### config.mk
export PLATFORM = sky130hd
export DESIGN_NAME = cmbg_top
export DESIGN_NICKNAME = d
export VERILOG_FILES = /design/src/core/cmbg_divider.v /design/src/core/cmbg_top.v
export VERILOG_INCLUDE_DIRS = /design/src /design/src/core
export SDC_FILE = /design/constraint.sdc
export NUM_CORES = 1
export LEC_CHECK = 0
export BUFFER_PORTS_ARGS = -buffer_cell sky130_fd_sc_hd__buf_2
export CAP_MARGIN = 20
export CORE_AREA = 2 2 97 89
export CTS_CLUSTER_SIZE = 12
export DETAILED_ROUTE_END_ITERATION = 10
export DIE_AREA = 0 0 99 91
export PLACE_DENSITY = 0.8
export SLEW_MARGIN = 20
export SYNTH_ARGS = -nofsm -noshare
export SYNTH_HDL_FRONTEND = slang
export SYNTH_SLANG_ARGS = --single-unit
### constraint.sdc
create_clock -name hclk -period 2.2 [get_ports hclk]
set_input_delay 0.22 -clock hclk [delete_from_list [all_inputs] [get_ports hclk]]
set_output_delay 0.22 -clock hclk [all_outputs]
set_load 0.01 [all_outputs]
### src/core/cmbg_regs.vh
// register offsets, field positions and reset values of the clock mux and rate divider
`ifndef CMBG_REGS_VH
`define CMBG_REGS_VH
`define CMBG_OFF_CLK_MODE   8'h00
`define CMBG_OFF_RATE_LO    8'h04
`define CMBG_OFF_RATE_HI    8'h08
`define CMBG_OFF_DIV_CTRL   8'h0c
`define CMBG_OFF_EXT_EN     8'h10
`define CMBG_OFF_STATUS     8'h14
`define CMBG_OFF_MODE_CFG   8'h18
`define CMBG_XTAL_BIT       7
`define CMBG_RXSEL_HI       6
`define CMBG_RXSEL_LO       5
`define CMBG_TXSEL_HI       4
`define CMBG_TXSEL_LO       3
`define CMBG_BOUT_EN_BIT    2
`define CMBG_BSEL_HI        1
`define CMBG_BSEL_LO        0
`define CMBG_DIV_EN_BIT     0
`define CMBG_DIV_PCLK_BIT   1
`define CMBG_ZC_IE_BIT      1
`define CMBG_ASYNC_BIT      0
`define CMBG_EXTSYNC_BIT    1
`define CMBG_ST_ZC_BIT      1
`define CMBG_ST_SYNC_BIT    4
`define CMBG_ST_DIVOUT_BIT  0
`define CMBG_SRC_RX_TX_CLOCK_PIN       2'h0
`define CMBG_SRC_BIDIR_CLOCK_PIN       2'h1
`define CMBG_SRC_DIV        2'h2
`define CMBG_SRC_LOOP       2'h3
`define CMBG_OUT_XTAL       2'h0
`define CMBG_OUT_DIV        2'h1
`define CMBG_OUT_LOOP       2'h2
`define CMBG_OUT_TXCLK      2'h3
`define CMBG_CLK_MODE_RST   8'h00
`define CMBG_DIV_CTRL_RST   8'h00
`define CMBG_EXT_EN_RST     8'h00
`define CMBG_MODE_CFG_RST   8'h00
`define CMBG_TC_LO_RST      8'h00
`define CMBG_TC_HI_RST      8'h00
`endif

### src/core/cmbg_divider.v
// 16-bit reloading down counter with square-wave output and zero-count flag
module cmbg_divider #(
  parameter WIDTH = 16
) (
  hclk,
  hresetn,
  div_tick,
  div_en,
  time_const,
  div_out,
  zero_cnt
);
  input  wire             hclk;
  input  wire             hresetn;
  input  wire             div_tick;
  input  wire             div_en;
  input  wire [WIDTH-1:0] time_const;
  output reg              div_out;
  output wire             zero_cnt;

  reg  [WIDTH-1:0] count_r;
  reg  [1:0]       en_sync_r;
  reg              running_r;

  // zero flag while the counter sits at zero; reset forces it active
  assign zero_cnt = (count_r == {WIDTH{1'b0}});

  // enable is resynced over two divider ticks; disable acts at once
  always @(posedge hclk or negedge hresetn) begin
    if (!hresetn) begin
      en_sync_r <= 2'b00;
      running_r <= 1'b0;
      count_r   <= {WIDTH{1'b0}};
      div_out   <= 1'b1;
    end else if (!div_en) begin
      en_sync_r <= 2'b00; // [RULE_23]
      running_r <= 1'b0;
    end else if (div_tick) begin
      en_sync_r <= {en_sync_r[0], 1'b1}; // [RULE_23]
      if (en_sync_r[1] && !running_r) begin
        running_r <= 1'b1;
        div_out   <= 1'b1; // [RULE_14]
        count_r   <= time_const;
      end else if (running_r) begin
        if (zero_cnt) begin
          div_out <= ~div_out; // [RULE_15]
          count_r <= time_const;
        end else begin
          count_r <= count_r - {{(WIDTH-1){1'b0}}, 1'b1}; // [RULE_13]
        end
      end
    end
  end
endmodule // cmbg_divider

### src/core/cmbg_top.v
// clock source multiplexers, crystal control and bit-rate divider behind an ahb-lite slave
//
// Contract
// [RULE_01] clock mode bit seven enables crystal amplifier
// [RULE_02] crystal output replaces rx/tx clock pin source
// [RULE_03] crystal on: no sync output, no external sync
// [RULE_04] async with crystal: sync status reads zero
// [RULE_05] software waits oscillator settling before use
// [RULE_06] bits six-five pick receive clock source
// [RULE_07] bits four-three pick transmit clock source
// [RULE_08] bidir pin output only if unused, bit two
// [RULE_09] bits one-zero pick bidir pin output signal
// [RULE_10] crystal selected but off drives pin high
// [RULE_11] rising pin edge samples receive data
// [RULE_12] software sets sources before enabling users
// [RULE_13] sixteen-bit constant, down counter, square output
// [RULE_14] start-up sets output high, loads constant
// [RULE_15] zero count toggles output and reloads
// [RULE_16] zero-count status active while counter zero
// [RULE_17] zero status gated by enable, reset active
// [RULE_18] software stops divider before changing constant
// [RULE_19] low byte first register, high byte second
// [RULE_20] divider output may drive idle bidir pin
// [RULE_21] software enables divider, reset disables it
// [RULE_22] divider control bit one picks processor clock
// [RULE_23] enable synced, two-count delay, immediate disable
`include "cmbg_regs.vh"
module cmbg_top #(
  parameter TC_WIDTH = 16
) (
  hclk,
  hresetn,
  hsel,
  haddr,
  htrans,
  hwrite,
  hsize,
  hwdata,
  hready,
  hrdata,
  hreadyout,
  hresp,
  rx_tx_clock_pin_in,
  bidir_clock_pin_in,
  bidir_clock_pin_out,
  bidir_clock_pin_oe,
  sync_in,
  sync_pulse_in,
  loop_rx_clk,
  loop_tx_clk,
  xtal_osc_in,
  xtal_amp_en,
  rx_clk,
  tx_clk,
  sync_out,
  sync_oe,
  ext_sync_mode,
  div_out,
  zero_count
);
  input  wire        hclk;
  input  wire        hresetn;
  input  wire        hsel;
  input  wire [7:0]  haddr;
  input  wire [1:0]  htrans;
  input  wire        hwrite;
  input  wire [2:0]  hsize;
  input  wire [31:0] hwdata;
  input  wire        hready;
  output reg  [31:0] hrdata;
  output wire        hreadyout;
  output wire        hresp;
  input  wire        rx_tx_clock_pin_in;
  input  wire        bidir_clock_pin_in;
  output reg         bidir_clock_pin_out;
  output reg         bidir_clock_pin_oe;
  input  wire        sync_in;
  input  wire        sync_pulse_in;
  input  wire        loop_rx_clk;
  input  wire        loop_tx_clk;
  input  wire        xtal_osc_in;
  output reg         xtal_amp_en;
  output reg         rx_clk;
  output reg         tx_clk;
  output reg         sync_out;
  output reg         sync_oe;
  output reg         ext_sync_mode;
  output wire        div_out;
  output wire        zero_count;

  // software-visible registers
  reg  [7:0]          clock_mode_control_r;
  reg  [7:0]          rate_constant_low_r;
  reg  [7:0]          rate_constant_high_r;
  reg  [7:0]          divider_and_recovery_control_r;
  reg  [7:0]          ext_status_enable_register_r;
  reg  [7:0]          mode_cfg_r;
  // ahb data-phase bookkeeping
  reg                 wr_pend_r;
  reg                 rd_pend_r;
  reg  [7:0]          addr_r;
  // pin samples and edge detection for the divider clock, the receive edge and the sync status
  reg                 div_src_r;
  reg                 div_src_d_r;
  reg                 rx_clk_d_r;
  reg                 sync_stat_r;
  wire                xtal_on;
  wire                rx_tx_clock_pin_eff;
  wire                div_clk_pin;
  wire                div_tick;
  wire                zc_raw;
  wire [TC_WIDTH-1:0] time_const;
  wire                ahb_go;
  wire [1:0]          rx_sel;
  wire [1:0]          tx_sel;
  wire [1:0]          out_sel;
  wire                bidir_clock_pin_used;
  wire                async_mode;
  reg                 rx_sample_edge;

  assign xtal_on    = clock_mode_control_r[`CMBG_XTAL_BIT];
  assign rx_sel     = clock_mode_control_r[`CMBG_RXSEL_HI:`CMBG_RXSEL_LO];
  assign tx_sel     = clock_mode_control_r[`CMBG_TXSEL_HI:`CMBG_TXSEL_LO];
  assign out_sel    = clock_mode_control_r[`CMBG_BSEL_HI:`CMBG_BSEL_LO];
  assign async_mode = mode_cfg_r[`CMBG_ASYNC_BIT];

  // crystal on replaces every use of the rx/tx clock pin
  assign rx_tx_clock_pin_eff = xtal_on ? xtal_osc_in : rx_tx_clock_pin_in; // [RULE_02]

  // low byte from the first constant register, high from the second
  // not resynced to the divider clock: stop the divider before changing it
  assign time_const = {rate_constant_high_r, rate_constant_low_r}; // [RULE_19]

  // ahb-lite: zero wait states, always okay
  assign hreadyout = 1'b1;
  assign hresp     = 1'b0;
  assign ahb_go    = hsel & hready & htrans[1];

  // address phase capture
  always @(posedge hclk or negedge hresetn) begin
    if (!hresetn) begin
      wr_pend_r <= 1'b0;
      rd_pend_r <= 1'b0;
      addr_r    <= 8'h00;
    end else begin
      wr_pend_r <= ahb_go & hwrite;
      rd_pend_r <= ahb_go & ~hwrite;
      if (ahb_go)
        addr_r <= haddr;
    end
  end

  // register writes in the data phase
  // hsize is ignored: every register takes the low byte of a whole word
  always @(posedge hclk or negedge hresetn) begin
    if (!hresetn) begin
      clock_mode_control_r           <= `CMBG_CLK_MODE_RST;
      rate_constant_low_r            <= `CMBG_TC_LO_RST;
      rate_constant_high_r           <= `CMBG_TC_HI_RST;
      divider_and_recovery_control_r <= `CMBG_DIV_CTRL_RST; // [RULE_21]
      ext_status_enable_register_r   <= `CMBG_EXT_EN_RST;
      mode_cfg_r                     <= `CMBG_MODE_CFG_RST;
    end else if (wr_pend_r) begin
      case (addr_r)
        `CMBG_OFF_CLK_MODE: clock_mode_control_r <= hwdata[7:0];
        `CMBG_OFF_RATE_LO:  rate_constant_low_r  <= hwdata[7:0];
        `CMBG_OFF_RATE_HI:  rate_constant_high_r <= hwdata[7:0];
        `CMBG_OFF_DIV_CTRL: divider_and_recovery_control_r <= hwdata[7:0]; // [RULE_21]
        `CMBG_OFF_EXT_EN:   ext_status_enable_register_r <= hwdata[7:0];
        `CMBG_OFF_MODE_CFG: mode_cfg_r <= hwdata[7:0];
        default: ;
      endcase
    end
  end

  // status word: zero-count gated by its enable, sync is the inverted pin unless crystal on in async mode
  wire zc_status;
  assign zc_status  = zc_raw & ext_status_enable_register_r[`CMBG_ZC_IE_BIT]; // [RULE_17]
  assign zero_count = zc_raw; // [RULE_16]

  // read mux; write-only registers read back as zero
  always @(posedge hclk or negedge hresetn) begin
    if (!hresetn) begin
      hrdata <= 32'h00000000;
    end else if (ahb_go & ~hwrite) begin
      hrdata <= 32'h00000000;
      // status is taken in the address phase and stands through the data phase
      case (haddr)
        `CMBG_OFF_STATUS: begin
          hrdata[`CMBG_ST_ZC_BIT]     <= zc_status;
          hrdata[`CMBG_ST_SYNC_BIT]   <= sync_stat_r;
          hrdata[`CMBG_ST_DIVOUT_BIT] <= div_out;
        end
        default: ;
      endcase
    end
  end

  // sync status: inverted pin level, or zero in async mode with crystal on
  always @(posedge hclk or negedge hresetn) begin
    if (!hresetn)
      sync_stat_r <= 1'b0;
    else if (xtal_on && async_mode)
      sync_stat_r <= 1'b0; // [RULE_04]
    else
      sync_stat_r <= ~sync_in;
  end

  // divider clock source: processor clock or the external pin
  // the pin is sampled by hclk, so a pin clock must stay below half the hclk rate
  assign div_clk_pin = bidir_clock_pin_in; // pin input regardless of crystal use

  // pin sample
  always @(posedge hclk or negedge hresetn) begin
    if (!hresetn)
      div_src_r <= 1'b0;
    else
      div_src_r <= div_clk_pin;
  end

  // delayed pin sample for rising edge detection
  always @(posedge hclk or negedge hresetn) begin
    if (!hresetn)
      div_src_d_r <= 1'b0;
    else
      div_src_d_r <= div_src_r;
  end
  // processor clock gives a tick every cycle; the pin gives one per rising edge
  assign div_tick = divider_and_recovery_control_r[`CMBG_DIV_PCLK_BIT] ? 1'b1 : // [RULE_22]
                    (div_src_r & ~div_src_d_r);

  cmbg_divider #(
    .WIDTH (TC_WIDTH)
  ) i_cmbg_divider (
    .hclk       (hclk),
    .hresetn    (hresetn),
    .div_tick   (div_tick),
    .div_en     (divider_and_recovery_control_r[`CMBG_DIV_EN_BIT]),
    .time_const (time_const),
    .div_out    (div_out),
    .zero_cnt   (zc_raw)
  );

  // bidir pin in use as a clock source by either side
  assign bidir_clock_pin_used = (rx_sel == `CMBG_SRC_BIDIR_CLOCK_PIN) | (tx_sel == `CMBG_SRC_BIDIR_CLOCK_PIN);

  // source function shared by both clock multiplexers
  function src_pick;
    input [1:0] sel;
    input       rt;
    input       tr;
    input       dv;
    input       lp;
    begin
      case (sel)
        `CMBG_SRC_RX_TX_CLOCK_PIN: src_pick = rt;
        `CMBG_SRC_BIDIR_CLOCK_PIN: src_pick = tr;
        `CMBG_SRC_DIV:  src_pick = dv;
        default:        src_pick = lp;
      endcase
    end
  endfunction

  // receive clock multiplexer, registered so the output comes from a flip-flop
  always @(posedge hclk or negedge hresetn) begin
    if (!hresetn)
      rx_clk <= 1'b0;
    else
      rx_clk <= src_pick(rx_sel, rx_tx_clock_pin_eff, bidir_clock_pin_in, div_out, loop_tx_clk); // [RULE_06]
  end

  // transmit clock multiplexer, fed by the same four sources
  always @(posedge hclk or negedge hresetn) begin
    if (!hresetn)
      tx_clk <= 1'b0;
    else
      tx_clk <= src_pick(tx_sel, rx_tx_clock_pin_eff, bidir_clock_pin_in, div_out, loop_tx_clk); // [RULE_07]
  end

  // bidir pin direction: output only while neither clock takes it as source
  always @(posedge hclk or negedge hresetn) begin
    if (!hresetn)
      bidir_clock_pin_oe <= 1'b0;
    else
      bidir_clock_pin_oe <= ~bidir_clock_pin_used & clock_mode_control_r[`CMBG_BOUT_EN_BIT]; // [RULE_08]
  end

  // bidir pin drive value, high out of reset so enabling shows no false edge
  always @(posedge hclk or negedge hresetn) begin
    if (!hresetn) begin
      bidir_clock_pin_out <= 1'b1;
    end else begin
      case (out_sel)
        `CMBG_OUT_XTAL:  bidir_clock_pin_out <= xtal_on ? xtal_osc_in : 1'b1; // [RULE_10]
        `CMBG_OUT_DIV:   bidir_clock_pin_out <= div_out; // [RULE_20]
        `CMBG_OUT_LOOP:  bidir_clock_pin_out <= loop_rx_clk; // [RULE_09]
        `CMBG_OUT_TXCLK: bidir_clock_pin_out <= tx_clk; // [RULE_09]
        default:         bidir_clock_pin_out <= 1'b1;
      endcase
    end
  end

  // receive sampling edge: rising pin edge, found as a rising edge of the registered rx_clk
  always @* begin
    rx_sample_edge = rx_clk & ~rx_clk_d_r; // [RULE_11]
  end
  always @(posedge hclk or negedge hresetn) begin
    if (!hresetn)
      rx_clk_d_r <= 1'b0;
    else
      rx_clk_d_r <= rx_clk;
  end

  // sync pulse request, dropped while the sync pin feeds the crystal
  wire sync_pulse_ok;
  assign sync_pulse_ok = sync_pulse_in & rx_sample_edge & ~xtal_on; // [RULE_03]

  // crystal amplifier follows clock mode bit seven
  always @(posedge hclk or negedge hresetn) begin
    if (!hresetn)
      xtal_amp_en <= 1'b0;
    else
      xtal_amp_en <= xtal_on; // [RULE_01]
  end

  // sync pin drives only in synchronous modes while the crystal is off
  always @(posedge hclk or negedge hresetn) begin
    if (!hresetn)
      sync_oe <= 1'b0;
    else
      sync_oe <= ~xtal_on & ~async_mode & ~mode_cfg_r[`CMBG_EXTSYNC_BIT]; // [RULE_03]
  end

  // sync pulse is active low, one cycle per receive sampling edge
  always @(posedge hclk or negedge hresetn) begin
    if (!hresetn)
      sync_out <= 1'b1;
    else
      sync_out <= ~sync_pulse_ok; // [RULE_03]
  end

  // external sync may only be chosen while the crystal is off
  always @(posedge hclk or negedge hresetn) begin
    if (!hresetn)
      ext_sync_mode <= 1'b0;
    else
      ext_sync_mode <= ~xtal_on & mode_cfg_r[`CMBG_EXTSYNC_BIT]; // [RULE_03]
  end
endmodule // cmbg_top

Word level (Yosys, flattened, before mapping)
Index checks and enable logic that the tools add are counted.
Widths: inputs -> output; s select.
{"block": "word_totals", "output_inout_bits": 44, "inputBits": 57, "elab_cells": 104, "register_bits": 74}
{"block": "op_classes", "addsub": 1, "n_mux": 20, "bitwise_logic": 24, "reduce_logical": 19, "n_eq_ne": 15}
{"operator": "$mux 16", "count": 3}
{"operator": "$eq 8x5->1 const B", "count": 3}
{"operator": "$eq 8x4->1 const B", "count": 2}
{"operator": "$logic_not 16->1", "count": 1}
{"operator": "$sub 16x1->16 const B", "count": 1}
{"operator": "$reduce_and 2->1", "count": 7}
{"operator": "$and 1x1->1", "count": 13}
{"operator": "$mux 1", "count": 11}
{"operator": "$not 1->1", "count": 10}
{"operator": "$eq 2x2->1 const B", "count": 4}
{"operator": "$eq 8x3->1 const B", "count": 1}
{"operator": "$logic_not 8->1", "count": 1}
{"operator": "$eq 2x1->1 const B", "count": 3}
{"operator": "$logic_not 2->1", "count": 3}
{"operator": "$mux 2", "count": 3}
{"operator": "$pmux 1 s3", "count": 2}
{"operator": "$ne 2x1->1 const B", "count": 2}
{"operator": "$pmux 1 s4", "count": 1}
{"operator": "$reduce_and 4->1", "count": 1}
{"operator": "$reduce_bool 2->1", "count": 2}
{"operator": "$reduce_and 3->1", "count": 1}
{"operator": "$logic_and 1x1->1", "count": 2}
{"operator": "$logic_not 1->1", "count": 1}
{"operator": "$or 1x1->1", "count": 1}

Logic depth before layout (Yosys ltp)
{"block": "logic_depth", "depth_word": 5, "mapped_depth": 9, "mapped_depth_nobuf": 8}

Hierarchy
A second synthesis with hierarchy kept.
{"block": "unflattened", "cells_unflattened": 302, "hier_area_um2": 3602.2}
{"module": "cmbg_top", "seq_area_each_um2": 1328.8, "instances": 1, "area_each_um2": 2342.2, "cells_per_inst": 161}
{"module": "cmbg_divider", "seq_area_each_um2": 501.7, "instances": 1, "area_each_um2": 1260.0, "cells_per_inst": 141}

Worst setup path after synthesis
Ideal clock, no wire load.
{"block": "synth_path", "path_type": "flip-flop to output port", "start": "reg i_cmbg_divider.count_r[0]", "end": "out zero_count", "t_required_ns": 1.980, "path_stages_with_launch": 6, "path_slack_ns": 0.643, "arrival_time_ns": 1.337, "n_path_buf": 0, "path_cell_list": "dfrtp_1 inv_1 ha_1 nor4b_1 nand4_1 inv_1"}
{"block": "synth_between", "elab_chain_len": 1}
{"item": "from (decl)", "line": "cmbg_divider.v:21", "rtl": "reg [WIDTH-1:0] count_r;"}
{"item": "from (signal assigned)", "line": "cmbg_divider.v:33", "rtl": "count_r <= {WIDTH{1'b0}};"}
{"item": "from (signal assigned)", "line": "cmbg_divider.v:43", "rtl": "count_r <= time_const;"}
{"item": "from (signal assigned)", "line": "cmbg_divider.v:47", "rtl": "count_r <= time_const;"}
{"item": "$logic_not 16->1", "line": "cmbg_divider.v:26", "rtl": "assign zero_cnt = (count_r == {WIDTH{1'b0}});"}
{"item": "to (decl)", "line": "cmbg_top.v:89", "rtl": "output wire zero_count;"}
No other way between the ends.

==> results.md <==
* Slew Limit Fails at 0
* Syn Std Cell Area at 0.00353 mm^2
* Synthesis-stage register bit count at between 70 and 80
* Largest family of logic cells by synthesized area: multiplexers
* Netlist cell types at 53
* Area growth syn-to-layout at 17.2%
* Clock share of power at roughly 30%
* Final nets at ~430
* Clock Path Buffers at 2
* Period utilization at 101%
* Hold crit path type: input pin to register
* CP startpoint kind: register
* Initial antenna violation count at 0
* ANT nets after route at 0
* Initial core utilization at between 40% and 50%
* RSZ-0062 raised after global routing: true
* Top-area cell type share of the netlist area at approximately half
* Clk sinks at between 70 and 80
* Post-DP HPWL at roughly 5400 um
* Root Driver: clkbuf_8
* Peak Freq at 448 MHz
* Required time worst endpoint at roughly 2.4 ns
* Net Switching at 0.00110 W
* Cells after Synth at a little over 300
* Post-route cell area at 0.00413 mm^2
* Die area at about 0.0090 mm^2
* Boundary Pins at 101
* Later-pin clock latency in the skew report at 0.35 ns
* HP Start: sync_in
* Final Skew at just over 0.01 ns
* Post-synth EDFFs at 0
* Layout Cells excl Fill at between 400 and 500
* Sequential group share of total power at between 50 and 60%
* CTS tree: built
* Drt pass-1 iters at 5
* Layout cells sized above 1 at a little over a third
* Min cycle time layout at about 2.2 ns
* Drc violations at 0
* GR Overflow Total at 0
* CP Capture Type: register
* H-tree Lvls at 3
* Simple-Gate Fraction of Synth Area at a little over an eighth
* Global-route wire length before repair at 12300 um
* Leakage at about 1.9 nW
* Pint at roughly 0.0024 W
* Failing checks: negative setup slack
* Hold Vio Cnt, Final at 0
* Avg Cell Area, Syn at 11.4 um^2
* Clk slew on worst S/H paths at 0.08 ns
* Post-synthesis compound-gate area fraction at 9.30%
* Post-Synth XOR/XNOR Area at 0.248%
* Initial DRC count at approximately 320
* Diode count at 0
* Setup WS post-layout at -0.0311 ns
* Pwr dens at 855 mW/mm^2
* Synth Flop Type: dfrtp_1
* CTS buffer count at 9
* Worst slew pin tran at slightly below 0.9 ns
* Relative slew slack at around two fifths
* Mux share of post-synthesis cell area at between 10% and 20%
* Sw Share at 31.2%
* Row count at 31
* Crit path kind: register to register
* Post-Synth Adder-Cell Area at 0.710%
* Share of flip-flops with an asynchronous set or reset at 100%
* Die width at between 90 and 100 um
* DR vias/cell at roughly 5.5
* Fill count at 668
* Vias at between 2000 and 3000
* DIE HEIGHT at just over 90 um
* Yosys top cell by area: dfrtp_1
* CP Data Arrival Time at around 2.5 ns
* Synth warnings at 0
* CP startpoint: addr_r[1]$_DFFE_PN0P_
* GP Congestion at about 0.86
* Final wirelength at 7490 um
* R2r startpoint: addr_r[1]$_DFFE_PN0P_
* Core Area at slightly below 0.008 mm^2
* Comb pwr share at about a fifth
* Port Buffers at 41
* Total GRT Usage at 17.2%
* Sequential area share after synthesis at about half
* Routed WL per cell at between 15 and 20 um
* Worst vdd ir at 0.536 mV
* Synth area leaders: dfrtp_1 (50%), mux2_2 (12%), buf_4 (6.6%)
* Placed Cells at approximately 450
* Number of global-route vias before repair at 2453
* Worst Path Max Fanout at 2
* Max-Cap Viols at 0
* Endpoints failing setup at 2
* Post-DP Area at between 0.003 and 0.004 mm^2
* Outcome: finished, violations left
* Pin count of the biggest net entering global routing at 40
area by class of cell:
type	instances	area, um^2	area share [%]
flip-flops and latches	73	1830	44.3
clock buffers	9	124	3.00
clock inverters	7	77.6	1.88
inverters	11	41.3	0.999
multi-input cells	213	1550	37.6
well taps	99	124	3.00
repair buffers	60	382	9.23
kinds of logic after synthesis:
group,count (synthesis)
simple gates,84
flops,73
buf+inv,51
compound gates,49
mux,46
fa+ha+maj,2
other cells,2
xor+xnor,1
final timing paths:
kind,endpoint,slack (ns),cells past startpoint
worst max-delay path,divider_and_recovery_control_r[1]$_DFFE_PN0P_,-0.03,4
worst min-delay path,sync_stat_r$_DFF_PN0_,0.03,2
worst max register to register,divider_and_recovery_control_r[1]$_DFFE_PN0P_,-0.03,4
worst min register to register,div_src_d_r$_DFF_PN0_,0.37,0
max in group asynchronous,bidir_clock_pin_out$_DFF_PN1_,1.19,3
min in group asynchronous,addr_r[1]$_DFFE_PN0P_,0.35,2
worst max-delay path: stages, from the launching register on:
cell and delay, ns:
dfrtp_1 0.38, or4_4 0.54, or4b_4 0.49, or3b_4 0.40
mux2_4 0.30
synthesized netlist by cell type (2+ instances only):
| cell | n |
|---|---|
| a211o_1 | 2 |
| a21oi_1 | 15 |
| a22o_1 | 2 |
| a22oi_1 | 3 |
| a311o_1 | 2 |
| and3_1 | 3 |
| buf_2 | 2 |
| buf_4 | 31 |
| clkbuf_1 | 6 |
| conb_1 | 2 |
| dfrtp_1 | 70 |
| dfstp_2 | 3 |
| ha_1 | 2 |
| inv_1 | 11 |
| mux2_2 | 37 |
| mux2_4 | 2 |
| mux2i_1 | 4 |
| mux4_2 | 3 |
| nand2_1 | 17 |
| nand2b_1 | 4 |
| nand3_1 | 11 |
| nand4_1 | 4 |
| nor2_1 | 13 |
| nor2b_1 | 5 |
| nor3_1 | 5 |
| nor3b_1 | 2 |
| nor4_1 | 6 |
| nor4b_1 | 3 |
| o21ai_0 | 9 |
| o22ai_1 | 3 |
| or3_1 | 4 |
cell usage in the layout, fill, tap and decap left out, drive strengths merged, types with 5 or more instances in the layout:
cell type,instances
nor2b,5
inv,13
nor3,6
buf,58
o21ai,9
nor2,13
nand3,11
a21oi,15
clkbuf,9
nor4,6
conb,31
dfrtp,70
nand2,17
mux2,39
power by group through the flow:
stage / Combinational, W / Clock [W] / Sequential (W)
global route: 0.000742 / 0.00114 / 0.00184
detailed placement: 0.000616 / 0 / 0.00180
floorplan: 0.000443 / 0 / 0.00175
global placement: 0.000593 / 0 / 0.00179
CTS: 0.000633 / 0.00108 / 0.00178
finish: 0.000671 / 0.00106 / 0.00180
through the flow:
step | power, W | setup slack (ns) | hold WS (ns) | setup TNS (ns) | util, %
6_report | 0.00353 | -0.0311 | 0.0262 | -0.0516 | 52.0
2_1_floorplan | 0.00220 | 0.0403 | -0.0756 | 0 | -
4_1_cts | 0.00350 | -0.0323 | 0.000268 | -0.0521 | 51.2
3_5_place_dp | 0.00242 | -0.0230 | 0.204 | -0.167 | 48.2
5_1_grt | 0.00372 | -0.0592 | 0.0314 | -0.112 | 52.0
3_3_place_gp | 0.00238 | -0.000726 | 0.203 | -0.00138 | 48.2
timing repair:
action                     CTS  global route
pin swaps                    1             1
hold buffers                 1             1
resized for setup            6            10
hold endpoints to repair    19             1
setup buffers                0             2
setup endpoints to repair   13            11
registers in the layout, indices dropped and copies added, names as in the netlist, 2 cells and up:
signal,cells
rate_constant_low_r,8
i_cmbg_divider.count_r,16
hrdata,3
clock_mode_control_r,8
addr_r,8
mode_cfg_r,2
rate_constant_high_r,8
divider_and_recovery_control_r,2
i_cmbg_divider.en_sync_r,2
routing by layer:
layer,track usage (%),vias up,wire length [um],part of all wire [%]
met4,6.85,0,194,2.6
met3,3.77,23,517,6.9
met2,27.4,131,3690,49
met5,0,-,0,0
met1,23.0,1252,3100,41
li1,-,1183,-,-
No activity file was read; power rests on OpenSTA's default activity.
